$ cat src/common/ppe_consts.svh
// Register offsets, field positions, reset values and timing counts
`ifndef PPE_CONSTS_SVH
`define PPE_CONSTS_SVH

`define PPE_ADDR_W 8
`define PPE_OFS_STAT 8'hEC
`define PPE_OFS_PORT_CONTROL_REG 8'hF0
`define PPE_OFS_PERIPHERAL_ADDRESS_OR_LOW_PINS 8'hF4
`define PPE_OFS_PERIPHERAL_DATA_OR_HIGH_PINS 8'hF8
`define PPE_OFS_EEPROM_PIN_DRIVE 8'hFC

`define PPE_PORT_CONTROL_REG_MODE_BIT 7
`define PPE_PORT_CONTROL_REG_RST 8'h00
`define PPE_EEPROM_PIN_DRIVE_EN_BIT 3
`define PPE_EEPROM_PIN_DRIVE_CLK_BIT 2
`define PPE_EEPROM_PIN_DRIVE_SEL_BIT 1
`define PPE_EEPROM_PIN_DRIVE_OUT_BIT 0
`define PPE_EEPROM_PIN_DRIVE_RST 8'h00

`define PPE_CLK_NS 20
`define PPE_ALE_NS 40
`define PPE_HOLD_NS 20
`define PPE_STB_NS 100
`define PPE_CEIL_CYC(ns) (((ns) + `PPE_CLK_NS - 1) / `PPE_CLK_NS)
`define PPE_ALE_CYC `PPE_CEIL_CYC(`PPE_ALE_NS)
`define PPE_HOLD_CYC `PPE_CEIL_CYC(`PPE_HOLD_NS)
`define PPE_STB_CYC `PPE_CEIL_CYC(`PPE_STB_NS)

`endif

$ cat src/common/ppe_pkg.sv
// Types shared by the peripheral port block and its bus sequencer
package ppe_pkg;

  typedef struct packed {
    logic port_mode_select;
    logic rsvd;
    logic dir_pin_10;
    logic dir_pins_9_8;
    logic [3:0] dir_pins_lo;
  } ppe_port_control_reg_type;

  typedef struct packed {
    logic [7:0] ad_o;
    logic ad_oe;
    logic addr_latch_strobe;
    logic rd_n;
    logic wr_n;
  } ppe_xbus_type;

  typedef enum logic [2:0] {
    ACC_IDLE = 3'b001,
    ACC_XBUS = 3'b010,
    ACC_ACK = 3'b100
  } ppe_acc_state_type;

  typedef enum logic [4:0] {
    SEQ_IDLE = 5'b00001,
    SEQ_ALE = 5'b00010,
    SEQ_HOLD = 5'b00100,
    SEQ_STB = 5'b01000,
    SEQ_DONE = 5'b10000
  } ppe_seq_state_type;

endpackage

$ cat src/rtl/ppe_xbus_seq.sv
// Multiplexed address/data bus access sequencer
`timescale 1ns/1ns
`include "ppe_consts.svh"

module ppe_xbus_seq import ppe_pkg::*; (
  input wire logic clk,
  input wire logic srst,
  input wire logic start,
  input wire logic is_wr,
  input wire logic [7:0] addr,
  input wire logic [7:0] wdata,
  input wire logic [7:0] bus_in,
  output ppe_xbus_type xbus,
  output logic [7:0] rdata,
  output logic done
);

  ppe_seq_state_type state_r;
  logic [3:0] cnt_r;
  logic wr_r;

  always_ff @(posedge clk) begin
    if (srst) begin
      state_r <= SEQ_IDLE;
      cnt_r <= 4'h0;
      wr_r <= 1'b0;
      xbus <= '{ad_o: 8'h00, ad_oe: 1'b0, addr_latch_strobe: 1'b0,
                rd_n: 1'b1, wr_n: 1'b1};
      rdata <= 8'h00;
      done <= 1'b0;
    end else begin
      done <= 1'b0;
      case (state_r)
        SEQ_IDLE: begin
          if (start) begin
            xbus.ad_o <= addr;
            xbus.ad_oe <= 1'b1;
            xbus.addr_latch_strobe <= 1'b1;
            wr_r <= is_wr;
            cnt_r <= 4'(`PPE_ALE_CYC - 1);
            state_r <= SEQ_ALE;
          end
        end
        SEQ_ALE: begin
          if (cnt_r == 4'h0) begin
            // Address stays on the bus past the falling latch edge
            xbus.addr_latch_strobe <= 1'b0;
            cnt_r <= 4'(`PPE_HOLD_CYC - 1);
            state_r <= SEQ_HOLD;
          end else begin
            cnt_r <= cnt_r - 4'h1;
          end
        end
        SEQ_HOLD: begin
          if (cnt_r == 4'h0) begin
            if (wr_r) begin
              xbus.ad_o <= wdata;
              xbus.wr_n <= 1'b0;
            end else begin
              xbus.ad_oe <= 1'b0;
              xbus.rd_n <= 1'b0;
            end
            cnt_r <= 4'(`PPE_STB_CYC - 1);
            state_r <= SEQ_STB;
          end else begin
            cnt_r <= cnt_r - 4'h1;
          end
        end
        SEQ_STB: begin
          if (cnt_r == 4'h0) begin
            if (!wr_r) begin
              rdata <= bus_in;
            end
            xbus.rd_n <= 1'b1;
            xbus.wr_n <= 1'b1;
            xbus.ad_oe <= 1'b0;
            done <= 1'b1;
            state_r <= SEQ_DONE;
          end else begin
            cnt_r <= cnt_r - 4'h1;
          end
        end
        SEQ_DONE: begin
          state_r <= SEQ_IDLE;
        end
        default: begin
          state_r <= SEQ_IDLE;
        end
      endcase
    end
  end

endmodule // ppe_xbus_seq

$ cat src/rtl/ppe_port.sv
// Peripheral port, auxiliary pins and EEPROM bit-bang pins
`timescale 1ns/1ns
`include "ppe_consts.svh"

module ppe_port import ppe_pkg::*; (
  input wire logic CLK_SYS,
  input wire logic SRST,
  input wire logic [7:0] AVS_ADDRESS,
  input wire logic AVS_READ,
  input wire logic AVS_WRITE,
  input wire logic [31:0] AVS_WRITEDATA,
  input wire logic [3:0] AVS_BYTEENABLE,
  output logic [31:0] AVS_READDATA,
  output logic AVS_WAITREQUEST,
  input wire logic [7:0] AUX_LO_I,
  output logic [7:0] AUX_LO_O,
  output logic [7:0] AUX_LO_OE,
  input wire logic [2:0] AUX_HI_I,
  output logic [2:0] AUX_HI_O,
  output logic [2:0] AUX_HI_OE,
  output logic EEPROM_CLK_PIN_O,
  output logic EEPROM_CLK_PIN_OE,
  output logic EEPROM_SELECT_PIN_O,
  output logic EEPROM_SELECT_PIN_OE,
  output logic EEPROM_OUT_PIN_O,
  output logic EEPROM_OUT_PIN_OE
);

  // Picks pin level for inputs and stored bit for outputs, per bit
  function automatic logic [7:0] ppe_mix(input logic [7:0] stored,
                                         input logic [7:0] pins,
                                         input logic [7:0] oe);
    ppe_mix = (pins & ~oe) | (stored & oe);
  endfunction

  // Offset compare, shared by every decoder below
  function automatic logic ppe_hit(input logic [7:0] a,
                                   input logic [7:0] ofs);
    ppe_hit = (a == ofs);
  endfunction

  ppe_port_control_reg_type port_control_reg_r;
  logic [7:0] peripheral_address_or_low_pins_r;
  logic [7:0] peripheral_data_or_high_pins_r;
  logic [3:0] eeprom_pin_drive_r;
  ppe_acc_state_type acc_r;
  logic [31:0] rdata_r;
  logic wait_r;
  logic last_rd_r;

  logic [7:0] lo_oe;
  logic [2:0] hi_oe;
  logic mux_mode;
  logic req;
  logic wr_lane;
  logic hit_peripheral_data_or_high_pins_mux;
  logic seq_start;
  logic seq_done;
  logic [7:0] seq_rdata;
  ppe_xbus_type xbus;
  logic [31:0] rd_value;
  logic [7:0] lo_o_nxt;
  logic [7:0] lo_oe_nxt;
  logic [2:0] hi_o_nxt;
  logic [2:0] hi_oe_nxt;

  assign mux_mode = port_control_reg_r.port_mode_select;
  assign req = AVS_READ | AVS_WRITE;
  assign wr_lane = AVS_WRITE & AVS_BYTEENABLE[0];

  // One direction bit per pin pair on the low group
  genvar g;
  generate
    for (g = 0; g < 4; g = g + 1) begin : g_lo_dir
      assign lo_oe[2*g+1:2*g] =
        {2{port_control_reg_r.dir_pins_lo[g]}};
    end
  endgenerate

  assign hi_oe = {port_control_reg_r.dir_pin_10,
                  {2{port_control_reg_r.dir_pins_9_8}}};

  // In bus mode the data register is a window onto the peripheral
  assign hit_peripheral_data_or_high_pins_mux = mux_mode &
    ppe_hit(AVS_ADDRESS, `PPE_OFS_PERIPHERAL_DATA_OR_HIGH_PINS);
  assign seq_start = (acc_r == ACC_IDLE) & req & hit_peripheral_data_or_high_pins_mux;

  // The sequencer owns the strobe timing; this module only gates it
  ppe_xbus_seq ppe_xbus_seq_inst (
    .clk(CLK_SYS),
    .srst(SRST),
    .start(seq_start),
    .is_wr(AVS_WRITE),
    .addr(peripheral_address_or_low_pins_r),
    .wdata(AVS_WRITEDATA[7:0]),
    .bus_in(AUX_LO_I),
    .xbus(xbus),
    .rdata(seq_rdata),
    .done(seq_done)
  );

  // Read value for a plain register access
  always_comb begin
    rd_value = 32'h0000_0000;
    if (ppe_hit(AVS_ADDRESS, `PPE_OFS_PORT_CONTROL_REG)) begin
      rd_value[7:0] = port_control_reg_r;
    end else if (ppe_hit(AVS_ADDRESS, `PPE_OFS_PERIPHERAL_ADDRESS_OR_LOW_PINS)) begin
      if (mux_mode) begin
        rd_value[7:0] = peripheral_address_or_low_pins_r;
      end else begin
        rd_value[7:0] = ppe_mix(peripheral_address_or_low_pins_r,
                                AUX_LO_I, lo_oe);
      end
    end else if (ppe_hit(AVS_ADDRESS, `PPE_OFS_PERIPHERAL_DATA_OR_HIGH_PINS)) begin
      rd_value[7:0] = ppe_mix({5'h00, peripheral_data_or_high_pins_r[2:0]},
                              {5'h00, AUX_HI_I},
                              {5'h00, hi_oe});
    end else if (ppe_hit(AVS_ADDRESS, `PPE_OFS_STAT)) begin
      // Polling is optional: the bus stalls until a muxed access is done
      rd_value[0] = (acc_r == ACC_XBUS);
      rd_value[1] = last_rd_r;
      rd_value[2] = mux_mode;
    end
  end

  // Access sequencing and waitrequest; wait idles high so every answer
  // is a registered low pulse of exactly one cycle
  always_ff @(posedge CLK_SYS) begin
    if (SRST) begin
      acc_r <= ACC_IDLE;
      wait_r <= 1'b1;
    end else begin
      case (acc_r)
        ACC_IDLE: begin
          if (seq_start) begin
            acc_r <= ACC_XBUS;
          end else if (req) begin
            wait_r <= 1'b0;
            acc_r <= ACC_ACK;
          end
        end
        ACC_XBUS: begin
          if (seq_done) begin
            wait_r <= 1'b0;
            acc_r <= ACC_ACK;
          end
        end
        ACC_ACK: begin
          wait_r <= 1'b1;
          acc_r <= ACC_IDLE;
        end
        default: begin
          wait_r <= 1'b1;
          acc_r <= ACC_IDLE;
        end
      endcase
    end
  end

  assign AVS_WAITREQUEST = wait_r;

  // Read data is loaded together with the falling waitrequest
  always_ff @(posedge CLK_SYS) begin
    if (SRST) begin
      rdata_r <= 32'h0000_0000;
    end else if (acc_r == ACC_IDLE && req && !seq_start) begin
      rdata_r <= AVS_READ ? rd_value : 32'h0000_0000;
    end else if (acc_r == ACC_XBUS && seq_done) begin
      rdata_r <= AVS_READ ? {24'h000000, seq_rdata} : 32'h0000_0000;
    end
  end

  assign AVS_READDATA = rdata_r;

  always_ff @(posedge CLK_SYS) begin
    if (SRST) begin
      last_rd_r <= 1'b0;
    end else if (acc_r == ACC_ACK) begin
      last_rd_r <= AVS_READ;
    end
  end

  // Writes land on the edge that retires the access
  // Bit 6 is stored but drives nothing
  always_ff @(posedge CLK_SYS) begin
    if (SRST) begin
      port_control_reg_r <= `PPE_PORT_CONTROL_REG_RST;
    end else if (acc_r == ACC_ACK && wr_lane &&
                 ppe_hit(AVS_ADDRESS, `PPE_OFS_PORT_CONTROL_REG)) begin
      port_control_reg_r <= AVS_WRITEDATA[7:0];
    end
  end

  // No reset here on purpose: contents are undefined until written
  always_ff @(posedge CLK_SYS) begin
    if (acc_r == ACC_ACK && wr_lane &&
        ppe_hit(AVS_ADDRESS, `PPE_OFS_PERIPHERAL_ADDRESS_OR_LOW_PINS)) begin
      peripheral_address_or_low_pins_r <= AVS_WRITEDATA[7:0];
    end
  end

  // A bus-mode read also leaves the fetched byte in the data register
  always_ff @(posedge CLK_SYS) begin
    if (acc_r == ACC_ACK && ppe_hit(AVS_ADDRESS, `PPE_OFS_PERIPHERAL_DATA_OR_HIGH_PINS)) begin
      if (hit_peripheral_data_or_high_pins_mux && AVS_READ) begin
        peripheral_data_or_high_pins_r <= seq_rdata;
      end else if (wr_lane) begin
        peripheral_data_or_high_pins_r <= AVS_WRITEDATA[7:0];
      end
    end
  end

  // Write-only: a read of this offset falls through to zero
  always_ff @(posedge CLK_SYS) begin
    if (SRST) begin
      eeprom_pin_drive_r <= 4'(`PPE_EEPROM_PIN_DRIVE_RST);
    end else if (acc_r == ACC_ACK && wr_lane &&
                 ppe_hit(AVS_ADDRESS, `PPE_OFS_EEPROM_PIN_DRIVE)) begin
      eeprom_pin_drive_r <= AVS_WRITEDATA[3:0];
    end
  end

  // Pin drive; masking with the enable keeps undefined register
  // contents off released pins
  always_comb begin
    if (mux_mode) begin
      lo_o_nxt = xbus.ad_o;
      lo_oe_nxt = {8{xbus.ad_oe}};
      hi_o_nxt = {xbus.wr_n, xbus.rd_n, xbus.addr_latch_strobe};
      hi_oe_nxt = 3'h7;
    end else begin
      lo_o_nxt = peripheral_address_or_low_pins_r & lo_oe;
      lo_oe_nxt = lo_oe;
      hi_o_nxt = peripheral_data_or_high_pins_r[2:0] & hi_oe;
      hi_oe_nxt = hi_oe;
    end
  end

  always_ff @(posedge CLK_SYS) begin
    if (SRST) begin
      AUX_LO_O <= 8'h00;
      AUX_LO_OE <= 8'h00;
      AUX_HI_O <= 3'h0;
      AUX_HI_OE <= 3'h0;
    end else begin
      AUX_LO_O <= lo_o_nxt;
      AUX_LO_OE <= lo_oe_nxt;
      AUX_HI_O <= hi_o_nxt;
      AUX_HI_OE <= hi_oe_nxt;
    end
  end

  // EEPROM pins follow the drive register straight from its flops
  assign EEPROM_CLK_PIN_O =
    eeprom_pin_drive_r[`PPE_EEPROM_PIN_DRIVE_CLK_BIT];
  assign EEPROM_SELECT_PIN_O =
    eeprom_pin_drive_r[`PPE_EEPROM_PIN_DRIVE_SEL_BIT];
  assign EEPROM_OUT_PIN_O =
    eeprom_pin_drive_r[`PPE_EEPROM_PIN_DRIVE_OUT_BIT];
  assign EEPROM_CLK_PIN_OE =
    eeprom_pin_drive_r[`PPE_EEPROM_PIN_DRIVE_EN_BIT];
  assign EEPROM_SELECT_PIN_OE =
    eeprom_pin_drive_r[`PPE_EEPROM_PIN_DRIVE_EN_BIT];
  assign EEPROM_OUT_PIN_OE =
    eeprom_pin_drive_r[`PPE_EEPROM_PIN_DRIVE_EN_BIT];

endmodule // ppe_port

$ cat config.mk
export PLATFORM = sky130hd
export DESIGN_NAME = ppe_port
export DESIGN_NICKNAME = d
export VERILOG_FILES = /design/src/common/ppe_pkg.sv /design/src/rtl/ppe_xbus_seq.sv /design/src/rtl/ppe_port.sv
export VERILOG_INCLUDE_DIRS = /design/src /design/src/common
export SDC_FILE = /design/constraint.sdc
export NUM_CORES = 1
export LEC_CHECK = 0
export BUFFER_PORTS_ARGS = -buffer_cell sky130_fd_sc_hd__buf_2
export CAP_MARGIN = 20
export CELL_PAD_IN_SITES_DETAIL_PLACEMENT = 0
export CELL_PAD_IN_SITES_GLOBAL_PLACEMENT = 2
export CORE_UTILIZATION = 33
export CTS_BUF_LIST = sky130_fd_sc_hd__clkbuf_8 sky130_fd_sc_hd__clkbuf_16
export DETAILED_ROUTE_END_ITERATION = 16
export PLACE_DENSITY = 0.88
export SLEW_MARGIN = 5
export SYNTH_ARGS = -nofsm -noshare
export SYNTH_HDL_FRONTEND = slang
export SYNTH_SLANG_ARGS = --single-unit
$ cat constraint.sdc
create_clock -name CLK_SYS -period 3.5 [get_ports CLK_SYS]
set_input_delay 0.35 -clock CLK_SYS [delete_from_list [all_inputs] [get_ports CLK_SYS]]
set_output_delay 0.35 -clock CLK_SYS [all_outputs]
set_load 0.02 [all_outputs]
* Yosys cells after proc, flatten, opt, wreduce, memory -nomap -nowiden *
Index checks and enable logic that the tools add are counted.

word-level totals
  register bits after elaboration = 113
  bits of input ports = 59
  output and inout bits = 61
  word-level logic and storage cells = 144

cells by class
  add/subtract/negate cells = 1
  eq/ne operators = 23
  multiplexer cells = 47
  bitwise gates (word level) = 16
  reductions and logical operators = 31

operators with widths
  operator            number
  $mux 32             2
  $mux 8              8
  $eq 8x8->1 const B  5
  $mux 3              9
  $mux 5              5
  $pmux 5 s4          1
  $and 8x8->8         2
  $mux 4              4
  $pmux 4 s4          1
  $pmux 8 s2          1
  $reduce_and 4->1    4
  $reduce_and 3->1    4
  $mux 10             1
  $ne 2x1->1 const B  5
  $ne 2x2->1 const B  5
  $reduce_bool 2->1   5
  $logic_and 1x1->1   9
  $mux 9              1
  $and 3x8->8         1
  $not 3->8           1
  $not 8->8           1
  $or 8x3->8          1
  $or 8x8->8          1
  $mux 1              7
  other kinds (25)    34

* Longest topological paths before layout *
Gate-level depths: netlist (run 1).

  depth after elaboration = 8
  mapped depth = 8
  gate-level depth less buffers = 7

* Cells and area by module *
Synthesis (run 1) repeated with hierarchy kept, for this count alone.

unflattened totals
  cells, all modules = 433
  area total of the unflattened synthesis = 4082.7 um^2

modules (own cells, without submodules)
  module        instances  cells an instance  area an instance (um^2)  sequential area each (um^2)
  ppe_port      1          278                2561.2                   1171.1
  ppe_xbus_seq  1          155                1521.5                   620.6

* Worst setup path before layout (run 1) *
Ideal clock, no wire load.

  path kind = register to register
  start = register port_control_reg_r (netlist bit mux_mode)
  end = register peripheral_data_or_high_pins_r[0], enable pin
  library setup time = 319 ps
  arrival = 1509 ps
  required time = 3181 ps
  slack = 1672 ps
  stages on the path, launching flop included = 6
  buffers on the path = 3
  clock period less this slack = 1828 ps
  cells stage by stage = dfxtp_1 -> buf_1 -> clkbuf_1 -> buf_1 -> a31oi_1 -> nor2_1

on the way
  word-level cells in the longest chain between the ends = 4

RTL lines
  what                         RTL line         RTL
  start, declared              ppe_port.sv:42   ppe_port_control_reg_type port_control_reg_r;
  start signal, assigned       ppe_port.sv:187  port_control_reg_r <= `PPE_PORT_CONTROL_REG_RST;
  start signal, assigned       ppe_port.sv:190  port_control_reg_r <= AVS_WRITEDATA[7:0];
  $and 1x1->1                  ppe_port.sv:84   assign hit_peripheral_data_or_high_pins_mux = mux_mode &
  $logic_and 1x1->1            ppe_port.sv:205  if (hit_peripheral_data_or_high_pins_mux && AVS_READ) begin
  $reduce_bool 2->1 (no line)  n/a
  $reduce_and 2->1 (no line)   n/a
  end signal, assigned         ppe_port.sv:206  peripheral_data_or_high_pins_r <= seq_rdata;
  end signal, assigned         ppe_port.sv:208  peripheral_data_or_high_pins_r <= AVS_WRITEDATA[7:0];
  end, declared                ppe_port.sv:44   logic [7:0] peripheral_data_or_high_pins_r;

No other way between the ends.
A chain may end at the register's enable or synchronous reset.

* Worst setup path after layout (run 1) *
  start = register ppe_xbus_seq_inst.cnt_r[0]
  end = register ppe_xbus_seq_inst.rdata[6]

on the way
  word-level cells in the longest chain between the ends = 2

RTL lines
  what                        RTL line            RTL
  start, declared             ppe_xbus_seq.sv:19  logic [3:0] cnt_r;
  start signal, assigned      ppe_xbus_seq.sv:40  cnt_r <= 4'(`PPE_ALE_CYC - 1);
  start signal, assigned      ppe_xbus_seq.sv:48  cnt_r <= 4'(`PPE_HOLD_CYC - 1);
  start signal, assigned      ppe_xbus_seq.sv:51  cnt_r <= cnt_r - 4'h1;
  $logic_not 4->1             ppe_xbus_seq.sv:70  if (cnt_r == 4'h0) begin
  $reduce_and 3->1 (no line)  n/a
  end signal, assigned        ppe_xbus_seq.sv:72  rdata <= bus_in;
  end, declared               ppe_xbus_seq.sv:14  output logic [7:0] rdata,

No other way between the ends.

==> impl_metrics.env, run 1 <==
export IMPL_syn_area_per_cell_um2=9.21
export IMPL_initial_core_util_pct=34.5
export IMPL_ys_warn_count=0
export IMPL_areaGrowthSynthToFinish_pct=15.2
export IMPL_die_w_um=112
export IMPL_relSlewSlack_pct=43.5
export IMPL_critPathKind="reg2reg"
export IMPL_die_h_um=112
export IMPL_dpl_hpwl_mm=7.15
export IMPL_h_tree_depth=3
export IMPL_finalCritPeriodShare_pct=64.5
export IMPL_numPlacedInstances=620
export IMPL_status="complete, no violations"
export IMPL_synth_common_cells="nor2_1, dfxtp_1, mux2i_1"
export IMPL_min_delay_path_depth=1
export IMPL_rows=39
export IMPL_leakage_nw=2.08
export IMPL_cts_resized=0
export IMPL_wl_per_cell_um=15.4
export IMPL_ys_types=61
export IMPL_viasPerCell=5.00
export IMPL_synth_most_common_cell="nor2_1"
export IMPL_cp_slowest_cell="nor2_2"
export IMPL_dr_pass1_iters=4
export IMPL_die_area_um2=12600
export IMPL_grt_start_max_net_pins=44
export IMPL_grt_pass1_wl_mm=15.9
export IMPL_arrival_ps=2460
export IMPL_max_freq_ghz=0.443
export IMPL_fin_hold_ws_ps=228
export IMPL_setup_tns_ps=0
export IMPL_ys_ff_latch=84
export IMPL_power_density_nw_per_um2=464
export IMPL_crit_path_start_kind="flop"
export IMPL_synthArstFlopShare_pct=0
export IMPL_hp_class="in2reg"
export IMPL_clockBufferDepth=2
export IMPL_synthAdderAreaFrac_pct=0.622
export IMPL_drt_initial_drc_count=207
export IMPL_muxShareOfSynthArea_pct=11.3
export IMPL_cts_tree="yes"
export IMPL_fin_total_pwr_mw=2.15
export IMPL_reg2reg_depth=7
export IMPL_regArea_um2=1790
export IMPL_routed_wirelength_mm=9.77
export IMPL_synth_top_area_share_pct=36.3
export IMPL_grt_overflow=0
export IMPL_clk_pin_slew_ps=70
export IMPL_num_io_pins=120
export IMPL_cp_max_fo=8
export IMPL_ant_nets=0
export IMPL_synth_top_family_by_area="simple AND/OR/NAND/NOR gates"
export IMPL_path_cells="inv_1 -> ha_1 -> nor3b_2 -> nand3_1 -> nor2_2 -> mux2i_1 -> nor2_1"
export IMPL_synth_compound_area_share_pct=13.6
export IMPL_yosysTopAreaCell="dfxtp_1"
export IMPL_finalHoldViolations=0
export IMPL_port_buffers=68
export IMPL_critPathTopFamily="simple AND/OR/NAND/NOR gates"
export IMPL_drc=0
export IMPL_ys_seq_area_share_pct=44.5
export IMPL_place_gp_congestion=0.835
export IMPL_pre_cts_slack_ps=1230
export IMPL_synth_top_cells_by_area="dfxtp_1, mux2i_1, nor2_1"
export IMPL_n_antenna_cell=0
export IMPL_clock_latency_ps=340
export IMPL_drive_gt1_share_pct=21.5
export IMPL_drv_slew=0
export IMPL_cp_required_ps=3700
export IMPL_synthCells=437
export IMPL_multi_input_area_um2=1970
export IMPL_antenna_found_initial=0
export IMPL_grt_pass1_vias=2975
export IMPL_synthSimpleGateAreaFrac_pct=20.7
export IMPL_synth_main_ff_cell="dfxtp_1"
export IMPL_ctsRootBufferMaster="clkbuf_16"
export IMPL_post_dp_cell_area_um2=4320
export IMPL_nNetsFinal=549
export IMPL_fin_ws_ps=1240
export IMPL_cts_hold_fix_buffers=0
export IMPL_cts_buffers=9
export IMPL_cp_slowest_stage_delay_ps=550
export IMPL_finalSetupViolCount=0
export IMPL_max_cap_violations=0
export IMPL_cp_buffers_inverters=1
export IMPL_vias=3182
export IMPL_cts_sinks=84
export IMPL_synth_xor_area_share_pct=0.435
export IMPL_design_area_um2=4640
export IMPL_grt_use_total_pct=16.2
export IMPL_worst_pin_slew_ps=848
export IMPL_vdd_drop_max_uv=228
export IMPL_path_depth=7
export IMPL_rsz0062_at_grt="false"
export IMPL_fin_util_pct=39.8
export IMPL_skew_ps=9.89
export IMPL_cts_setup_buffers=0
export IMPL_fillCellCount=1188
export IMPL_syn_area_um2=4030
export IMPL_fin_crit_ps=2260
export IMPL_core_area_um2=11700
export IMPL_critPathCaptureType="flop"
export IMPL_instances_no_fill=636
export IMPL_synth_enable_flop_cells=11
cell usage in the layout (no fill, tap or decap), types with 2 or more instances in the layout:
master     instances
a211o_1            2
a211oi_1          13
a211oi_2           2
a21o_1             2
a21oi_1           17
a221oi_1           6
a22oi_1            7
a31oi_1            4
and2_1             5
and3_1             3
and3_2             2
buf_2             68
buf_4              2
clkbuf_16         10
conb_1            24
dfxtp_1           73
edfxtp_1          11
ha_1               2
inv_1              6
inv_6              3
mux2_2             3
mux2i_1           42
nand2_1           16
nand2b_1           5
nand3_1            3
nand3b_1           2
nand4_1            6
nand4_4            2
nor2_1            94
nor2b_1            5
nor3_1             7
nor3b_1            2
o211ai_1           3
o21a_1             3
o21ai_0            8
o22ai_1            3
or3_1              2
final timing paths:
check,startpoint,end,slack [ps]
worst max-delay path,ppe_xbus_seq_inst.cnt_r[0]$_SDFFE_PP0P_,ppe_xbus_seq_inst.rdata[6]$_SDFFE_PP0P_,1240
worst min-delay path,AVS_WRITEDATA[5],peripheral_address_or_low_pins_r[5]$_DFFE_PP_,230
worst max register to register,ppe_xbus_seq_inst.cnt_r[0]$_SDFFE_PP0P_,ppe_xbus_seq_inst.rdata[6]$_SDFFE_PP0P_,1240
worst min register to register,AVS_WAITREQUEST$_SDFFE_PP1P_,AVS_WAITREQUEST$_SDFFE_PP1P_,450
power breakdown:
group | internal (mW) | switching (mW) | leakage, nW
combinational | 0.0409 | 0.0996 | 1.23
clock | 0.608 | 0.413 | 0.161
sequential | 0.982 | 0.00713 | 0.688
total | 1.63 | 0.520 | 2.08
metal layers:
layer,share of wire [%],global-route usage [%],vias up
li1,-,-,1583
met1,52,23.4,1483
met2,42,23.1,106
met3,4.8,3.62,10
met4,1.9,6.93,0
met5,0,0,-
registers in the layout, summed over array words and instances (netlist names), 5 cells and up:
register,count
AVS_READDATA,8
ppe_xbus_seq_inst.xbus,12
AUX_LO_O,8
ppe_xbus_seq_inst.rdata,8
ppe_xbus_seq_inst.state_r,5
peripheral_address_or_low_pins_r,8
logic make-up after synthesis:
family                     count (synthesis)
AOI/OAI and AO/OA                         77
xor gates and xnor gates                   2
adders and majority gates                  2
buffers and inverters                     59
DFF                                       84
muxes                                     45
other                                      1
and+or+nand+nor                          167
final cells by class:
cell class	count	share of cell area, %
clock inverters	6	1.56
inverters	6	0.485
well taps	143	3.86
flip-flops and latches	84	38.6
multi-input cells	317	42.4
clock buffers	10	5.39
repair buffers	70	7.66
Power figures use the tool's default switching activity.
==> run 2, diff against run 1 <==
--- a/config.mk
+++ b/config.mk
@@ -6,14 +6,15 @@
 export SDC_FILE = /design/constraint.sdc
 export NUM_CORES = 1
 export LEC_CHECK = 0
+export ABC_AREA = 1
 export BUFFER_PORTS_ARGS = -buffer_cell sky130_fd_sc_hd__buf_2
 export CAP_MARGIN = 20
 export CELL_PAD_IN_SITES_DETAIL_PLACEMENT = 0
 export CELL_PAD_IN_SITES_GLOBAL_PLACEMENT = 2
-export CORE_UTILIZATION = 33
+export CORE_UTILIZATION = 28
 export CTS_BUF_LIST = sky130_fd_sc_hd__clkbuf_8 sky130_fd_sc_hd__clkbuf_16
 export DETAILED_ROUTE_END_ITERATION = 16
-export PLACE_DENSITY = 0.88
+export PLACE_DENSITY = 0.82
 export SLEW_MARGIN = 5
 export SYNTH_ARGS = -nofsm -noshare
 export SYNTH_HDL_FRONTEND = slang
==> constraint.sdc (replaced) <==
create_clock -name CLK_SYS -period 2.18 [get_ports CLK_SYS]
set_input_delay 0.218 -clock CLK_SYS [delete_from_list [all_inputs] [get_ports CLK_SYS]]
set_output_delay 0.218 -clock CLK_SYS [all_outputs]
set_load 0.02 [all_outputs]
==> impl_metrics.env, run 2 <==
export IMPL_status="complete, no violations"
export IMPL_areaGrowthSynthToFinish_pct=17.0
export IMPL_cts_setup_buffers=0
export IMPL_clock_latency_ps=340
export IMPL_ys_seq_area_share_pct=43.4
export IMPL_grt_pass1_vias=3428
export IMPL_critPathKind="reg2reg"
export IMPL_max_freq_ghz=0.566
export IMPL_path_cells="nor2_2 -> nand2_1 -> nor2_1 -> o21ai_0 -> o21ai_0 -> inv_2 -> nand2_4 -> o21ai_0 -> nor2_1"
export IMPL_wl_per_cell_um=13.8
export IMPL_hp_class="in2reg"
export IMPL_synth_enable_flop_cells=11
export IMPL_relSlewSlack_pct=60.5
export IMPL_cts_tree="yes"
export IMPL_pre_cts_slack_ps=426
export IMPL_initial_core_util_pct=29.1
export IMPL_most_common_layout_cells="nand2_1, dfxtp_1, buf_2"
export IMPL_cp_buffers_inverters=1
export IMPL_die_area_um2=15200
export IMPL_worst_pin_slew_ps=592
export IMPL_rsz0062_at_grt="false"
export IMPL_power_density_nw_per_um2=719
export IMPL_setup_tns_ps=0
export IMPL_clk_pin_slew_ps=60
export IMPL_viasPerCell=4.60
export IMPL_finalCritPeriodShare_pct=81.1
export IMPL_grt_use_total_pct=15.5
export IMPL_vias=3744
export IMPL_fin_ws_ps=413
export IMPL_final_common_cell="nand2_1"
export IMPL_fin_crit_ps=1770
export IMPL_drive_gt1_share_pct=18.3
export IMPL_rows=43
export IMPL_grt_overflow=0
export IMPL_ys_warn_count=0
export IMPL_synthCells=567
export IMPL_routed_wirelength_mm=11.3
export IMPL_vdd_drop_max_uv=435
export IMPL_grt_start_max_net_pins=39
export IMPL_cts_buffers=9
export IMPL_finalSetupViolCount=0
export IMPL_cts_resized=0
export IMPL_synth_common_cells="nand2_1, dfxtp_1, a21oi_1"
export IMPL_syn_area_per_cell_um2=7.27
export IMPL_core_area_um2=14100
export IMPL_cp_slowest_stage_delay_ps=360
export IMPL_cpMostUsedCell="o21ai_0"
export IMPL_critPathTopFamily="simple AND/OR/NAND/NOR gates"
export IMPL_crit_path_start_kind="flop"
export IMPL_antenna_found_initial=0
export IMPL_ys_types=35
export IMPL_synth_main_ff_cell="dfxtp_1"
export IMPL_synth_most_common_cell="nand2_1"
export IMPL_syn_area_um2=4120
export IMPL_regMostFlops="ppe_xbus_seq_inst.xbus"
export IMPL_leakage_nw=2.10
export IMPL_dpl_hpwl_mm=8.57
export IMPL_cp_slowest_cell="nor2_1"
export IMPL_arrival_ps=2040
export IMPL_clockBufferDepth=2
export IMPL_drv_slew=0
export IMPL_cp_max_fo=9
export IMPL_synth_top_area_share_pct=35.4
export IMPL_num_io_pins=120
export IMPL_ctsRootBufferMaster="clkbuf_16"
export IMPL_die_w_um=123
export IMPL_ys_ff_latch=84
export IMPL_port_buffers=68
export IMPL_dr_pass1_iters=5
export IMPL_yosysTopAreaCell="dfxtp_1"
export IMPL_critPathCaptureType="flop"
export IMPL_cts_hold_fix_buffers=0
export IMPL_finalHoldViolations=0
export IMPL_h_tree_depth=3
export IMPL_synthArstFlopShare_pct=0
export IMPL_fin_total_pwr_mw=3.47
export IMPL_nNetsFinal=690
export IMPL_drc=0
export IMPL_drt_initial_drc_count=240
export IMPL_n_antenna_cell=0
export IMPL_skew_ps=7.36
export IMPL_ant_nets=0
export IMPL_synth_top_cells_by_area="dfxtp_1, nand2_1, a21oi_1"
export IMPL_place_gp_congestion=0.798
export IMPL_die_h_um=123
export IMPL_largest_reg_flops=12
export IMPL_grt_pass1_wl_mm=17.7
export IMPL_cts_sinks=84
export IMPL_max_cap_violations=0
export IMPL_cp_required_ps=2450
run 2: changes by cell type in the layout (fill, tap and decap cells not counted), moves of 7 or more:
| cell | before | now |
|---|---|---|
| inv_1 | 6 | 57 |
| nor2_1 | 94 | 59 |
| a22oi_1 | 7 | 0 |
| a21oi_1 | 17 | 67 |
| a211oi_1 | 13 | 1 |
| nand2_1 | 16 | 117 |
| o21ai_0 | 8 | 49 |
| nand3_1 | 3 | 41 |
| buf_4 | 2 | 9 |
| mux2i_1 | 42 | 0 |
run 2: logic make-up after synthesis:
kind of cell,after synthesis,synth area share (%)
compound gates,124,15.5
xor+xnor,2,0.425
fa+ha+maj,2,0.607
buf+inv,107,13.2
flops,84,43.4
other cells,1,0.0909
simple gates,247,26.7
run 2: final cells by class:
type	count	area, um^2
fill	1516	9320
multi-input combinational	399	1870
sequential	84	1790
timing repair buffer	77	408
clock buffer	9	225
tap	180	225
inverter	58	218
clock inverter	7	85.1
run 2: metrics by stage:
step | utilization (%) | cells | cell area (um^2) | hold slack (ps)
after floorplan | - | 590 | 4210 | 317
after global placement | 31.9 | 798 | 4520 | 415
after detailed placement | 31.9 | 798 | 4520 | 416
after CTS | 34.1 | 814 | 4830 | 57.7
after global routing | 34.1 | 814 | 4830 | 57.9
final | 34.1 | 814 | 4830 | 69.3
run 2: final timing paths:
| check | from | depth (start not counted) | end | slack [ps] |
|---|---|---|---|---|
| max | ppe_xbus_seq_inst.state_r[0]$_SDFFE_PP1P_ | 9 | ppe_xbus_seq_inst.xbus[4]$_SDFFE_PP0P_ | 410 |
| min | AVS_WRITEDATA[3] | 1 | peripheral_address_or_low_pins_r[3]$_DFFE_PP_ | 70 |
| max reg2reg | ppe_xbus_seq_inst.state_r[0]$_SDFFE_PP1P_ | 9 | ppe_xbus_seq_inst.xbus[4]$_SDFFE_PP0P_ | 410 |
| min reg2reg | ppe_xbus_seq_inst.rdata[7]$_SDFFE_PP0P_ | 2 | ppe_xbus_seq_inst.rdata[7]$_SDFFE_PP0P_ | 450 |
run 2: where the power goes:
group	internal, mW	total (mW)	switching (mW)
sequential	1.58	1.59	0.00906
combinational	0.0794	0.275	0.196
clock	0.992	1.60	0.613
total	2.65	3.47	0.818
run 2: metal layers:
| layer | routed length (um) | GRT usage (%) | vias up |
|---|---|---|---|
| met5 | 0 | 0 | - |
| met4 | 119 | 4.67 | 0 |
| met3 | 645 | 3.41 | 8 |
| met2 | 5020 | 24.2 | 106 |
| met1 | 5490 | 21.2 | 1722 |
| li1 | - | - | 1908 |
==> run 3, diff against run 2 <==
--- a/config.mk
+++ b/config.mk
@@ -6,15 +6,15 @@
 export SDC_FILE = /design/constraint.sdc
 export NUM_CORES = 1
 export LEC_CHECK = 0
-export ABC_AREA = 1
+export ABC_AREA = 0
 export BUFFER_PORTS_ARGS = -buffer_cell sky130_fd_sc_hd__buf_2
 export CAP_MARGIN = 20
 export CELL_PAD_IN_SITES_DETAIL_PLACEMENT = 0
 export CELL_PAD_IN_SITES_GLOBAL_PLACEMENT = 2
-export CORE_UTILIZATION = 28
+export CORE_UTILIZATION = 27
 export CTS_BUF_LIST = sky130_fd_sc_hd__clkbuf_8 sky130_fd_sc_hd__clkbuf_16
 export DETAILED_ROUTE_END_ITERATION = 16
-export PLACE_DENSITY = 0.82
+export PLACE_DENSITY = 0.78
 export SLEW_MARGIN = 5
 export SYNTH_ARGS = -nofsm -noshare
 export SYNTH_HDL_FRONTEND = slang
==> constraint.sdc (replaced) <==
create_clock -name CLK_SYS -period 1.5 [get_ports CLK_SYS]
set_input_delay 0.15 -clock CLK_SYS [delete_from_list [all_inputs] [get_ports CLK_SYS]]
set_output_delay 0.15 -clock CLK_SYS [all_outputs]
set_load 0.02 [all_outputs]
==> impl_metrics.env, run 3 (synthesis gave the netlist of run 1 again) <==
export IMPL_status="complete, but fails checks"
export IMPL_failed_checks="setup timing"
export IMPL_clock_latency_ps=350
export IMPL_grt_use_total_pct=15.1
export IMPL_finalCritPeriodShare_pct=111
export IMPL_clk_pin_slew_ps=70
export IMPL_fillCellCount=1500
export IMPL_fin_hold_ws_ps=22.8
export IMPL_cts_hold_fix_buffers=0
export IMPL_cp_buffers_inverters=2
export IMPL_hp_class="in2reg"
export IMPL_fin_crit_ps=1670
export IMPL_skew_ps=10.5
export IMPL_port_buffers=68
export IMPL_die_area_um2=15400
export IMPL_timing_rr_end="ppe_xbus_seq_inst.xbus[8]$_SDFFE_PP0P_"
export IMPL_whs_endpoint="peripheral_address_or_low_pins_r[5]$_DFFE_PP_"
export IMPL_wl_per_cell_um=15.2
export IMPL_setup_tns_ps=-2280
export IMPL_ant_nets=0
export IMPL_cts_sinks=84
export IMPL_vias=3508
export IMPL_dr_pass1_iters=4
export IMPL_grt_start_max_net_pins=32
export IMPL_critPathKind="reg2reg"
export IMPL_crit_path_start_kind="flop"
export IMPL_critPathCaptureType="flop"
export IMPL_areaGrowthSynthToFinish_pct=39.6
export IMPL_finalHoldViolations=0
export IMPL_reg2reg_depth=8
export IMPL_routed_wirelength_mm=11.3
export IMPL_nNetsFinal=619
export IMPL_min_from="AVS_WRITEDATA[5]"
export IMPL_core_area_um2=14500
export IMPL_post_dp_cell_area_um2=4910
export IMPL_die_h_um=124
export IMPL_cts_tree="yes"
export IMPL_largest_reg_flops=12
export IMPL_dpl_hpwl_mm=8.28
export IMPL_rows=44
export IMPL_drc=0
export IMPL_grt_pass1_wl_mm=17.3
export IMPL_cts_buffers=9
export IMPL_max_cap_violations=0
export IMPL_n_antenna_cell=0
export IMPL_instances_no_fill=747
export IMPL_h_tree_depth=3
export IMPL_drv_slew=0
export IMPL_cp_slowest_cell="dfxtp_2"
export IMPL_path_cells="inv_2 -> ha_4 -> nor3b_4 -> nand4_1 -> o31ai_4 -> buf_6 -> nor2_4 -> a211oi_2"
export IMPL_grt_overflow=0
export IMPL_finalSetupViolCount=29
export IMPL_design_area_um2=5620
export IMPL_ctsRootBufferMaster="clkbuf_16"
export IMPL_fin_ws_ps=-171
export IMPL_viasPerCell=4.70
export IMPL_grt_pass1_vias=3271
export IMPL_max_freq_ghz=0.599
export IMPL_cp_slowest_stage_delay_ps=320
export IMPL_initial_core_util_pct=27.7
export IMPL_clockBufferDepth=2
export IMPL_worstReg2RegStart="ppe_xbus_seq_inst.cnt_r[1]$_SDFFE_PP0P_"
export IMPL_r2r_slack_ps=-170
export IMPL_vdd_drop_max_uv=550
export IMPL_min_delay_path_depth=1
export IMPL_most_common_layout_cells="nor2_1, buf_2, dfxtp_1"
export IMPL_antenna_found_initial=0
export IMPL_die_w_um=124
export IMPL_regMostFlops="ppe_xbus_seq_inst.xbus"
export IMPL_num_io_pins=120
export IMPL_arrival_ps=1940
export IMPL_power_density_nw_per_um2=907
export IMPL_cp_max_fo=8
export IMPL_drive_gt1_share_pct=41.2
export IMPL_critPathTopFamily="simple AND/OR/NAND/NOR gates"
export IMPL_rsz0062_at_grt="true"
export IMPL_place_gp_congestion=0.807
export IMPL_leakage_nw=2.51
export IMPL_numPlacedInstances=712
export IMPL_final_common_cell="nor2_1"
export IMPL_drt_initial_drc_count=149
export IMPL_cp_required_ps=1770
-- run 3: cell types whose count changed in the layout (fill, tap and decap cells not counted), moves of 40 or more --
cell     before  now
mux2i_1       0   40
nand3_1      41    1
inv_1        57    4
o21ai_0      49    3
a21oi_1      67   17
buf_4         9   55
nand2_1     117   15
-- run 3: worst register-to-register path, delay by kind of cell (launching register included) --
kind / cells / cell delay (ps)
AND/OR/NAND/NOR: 3 / 560
AO/OA/AOI/OAI: 2 / 330
flip-flops: 1 / 320
buffers and inverters: 2 / 260
adder cells (fa/ha/maj): 1 / 130
-- run 3: report_power, final --
part           switching [mW]  internal (mW)  total, mW
clock                    1.02           1.32       2.34
combinational           0.280          0.178      0.458
sequential             0.0126           2.29       2.30
total                    1.31           3.78       5.10
-- run 3: how the worst max path moves through the flow --
stage | cells after the start | slack [ps] | startpoint | end
finish | 8 | -170 | ppe_xbus_seq_inst.cnt_r[1]$_SDFFE_PP0P_ | ppe_xbus_seq_inst.xbus[8]$_SDFFE_PP0P_
global route | 8 | -300 | ppe_xbus_seq_inst.cnt_r[1]$_SDFFE_PP0P_ | ppe_xbus_seq_inst.xbus[8]$_SDFFE_PP0P_
CTS | 9 | -150 | ppe_xbus_seq_inst.cnt_r[0]$_SDFFE_PP0P_ | ppe_xbus_seq_inst.xbus[7]$_SDFFE_PP0P_
detailed placement | 8 | -190 | ppe_xbus_seq_inst.cnt_r[0]$_SDFFE_PP0P_ | ppe_xbus_seq_inst.xbus[7]$_SDFFE_PP0P_
global placement | 5 | -170 | AVS_ADDRESS[1] | peripheral_data_or_high_pins_r[1]$_DFFE_PP_
floorplan | 7 | -100 | ppe_xbus_seq_inst.cnt_r[1]$_SDFFE_PP0P_ | ppe_xbus_seq_inst.rdata[0]$_SDFFE_PP0P_
-- run 3: area by class of cell --
type                    count  area (um^2)  share of cell area, %
repair buffers            140          988                   17.6
inverters                   6         22.5                  0.401
flip-flops and latches     84         1810                   32.2
clock buffers               9          225                   4.01
clock inverters             7         80.1                   1.43
well taps                 184          230                   4.10
multi-input cells         317         2260                   40.3
-- run 3: routing by layer --
layer | wire, um | GRT usage [%] | up-vias
met1 | 5460 | 21.1 | 1671
met4 | 249 | 6.18 | 0
li1 | - | - | 1725
met2 | 5100 | 22.5 | 95
met5 | 0 | 0 | -
met3 | 539 | 2.98 | 17
-- run 3: timing repair --
| action | in CTS | in global routing |
|---|---|---|
| endpoints found under the setup margin | 42 | 52 |
| pin swaps | 20 | 19 |
| gates cloned | 1 | 0 |
| gates resized for setup | 29 | 41 |
| buffers inserted | 14 | 9 |
-- run 3: stage by stage --
step | utilization, % | power [mW] | setup WS [ps]
6_report | 38.7 | 5.10 | -171
5_1_grt | 38.7 | 5.27 | -299
4_1_cts | 37.4 | 5.11 | -151
3_5_place_dp | 33.8 | 2.77 | -190
3_3_place_gp | 33.8 | 2.77 | -166
2_1_floorplan | - | 2.63 | -104
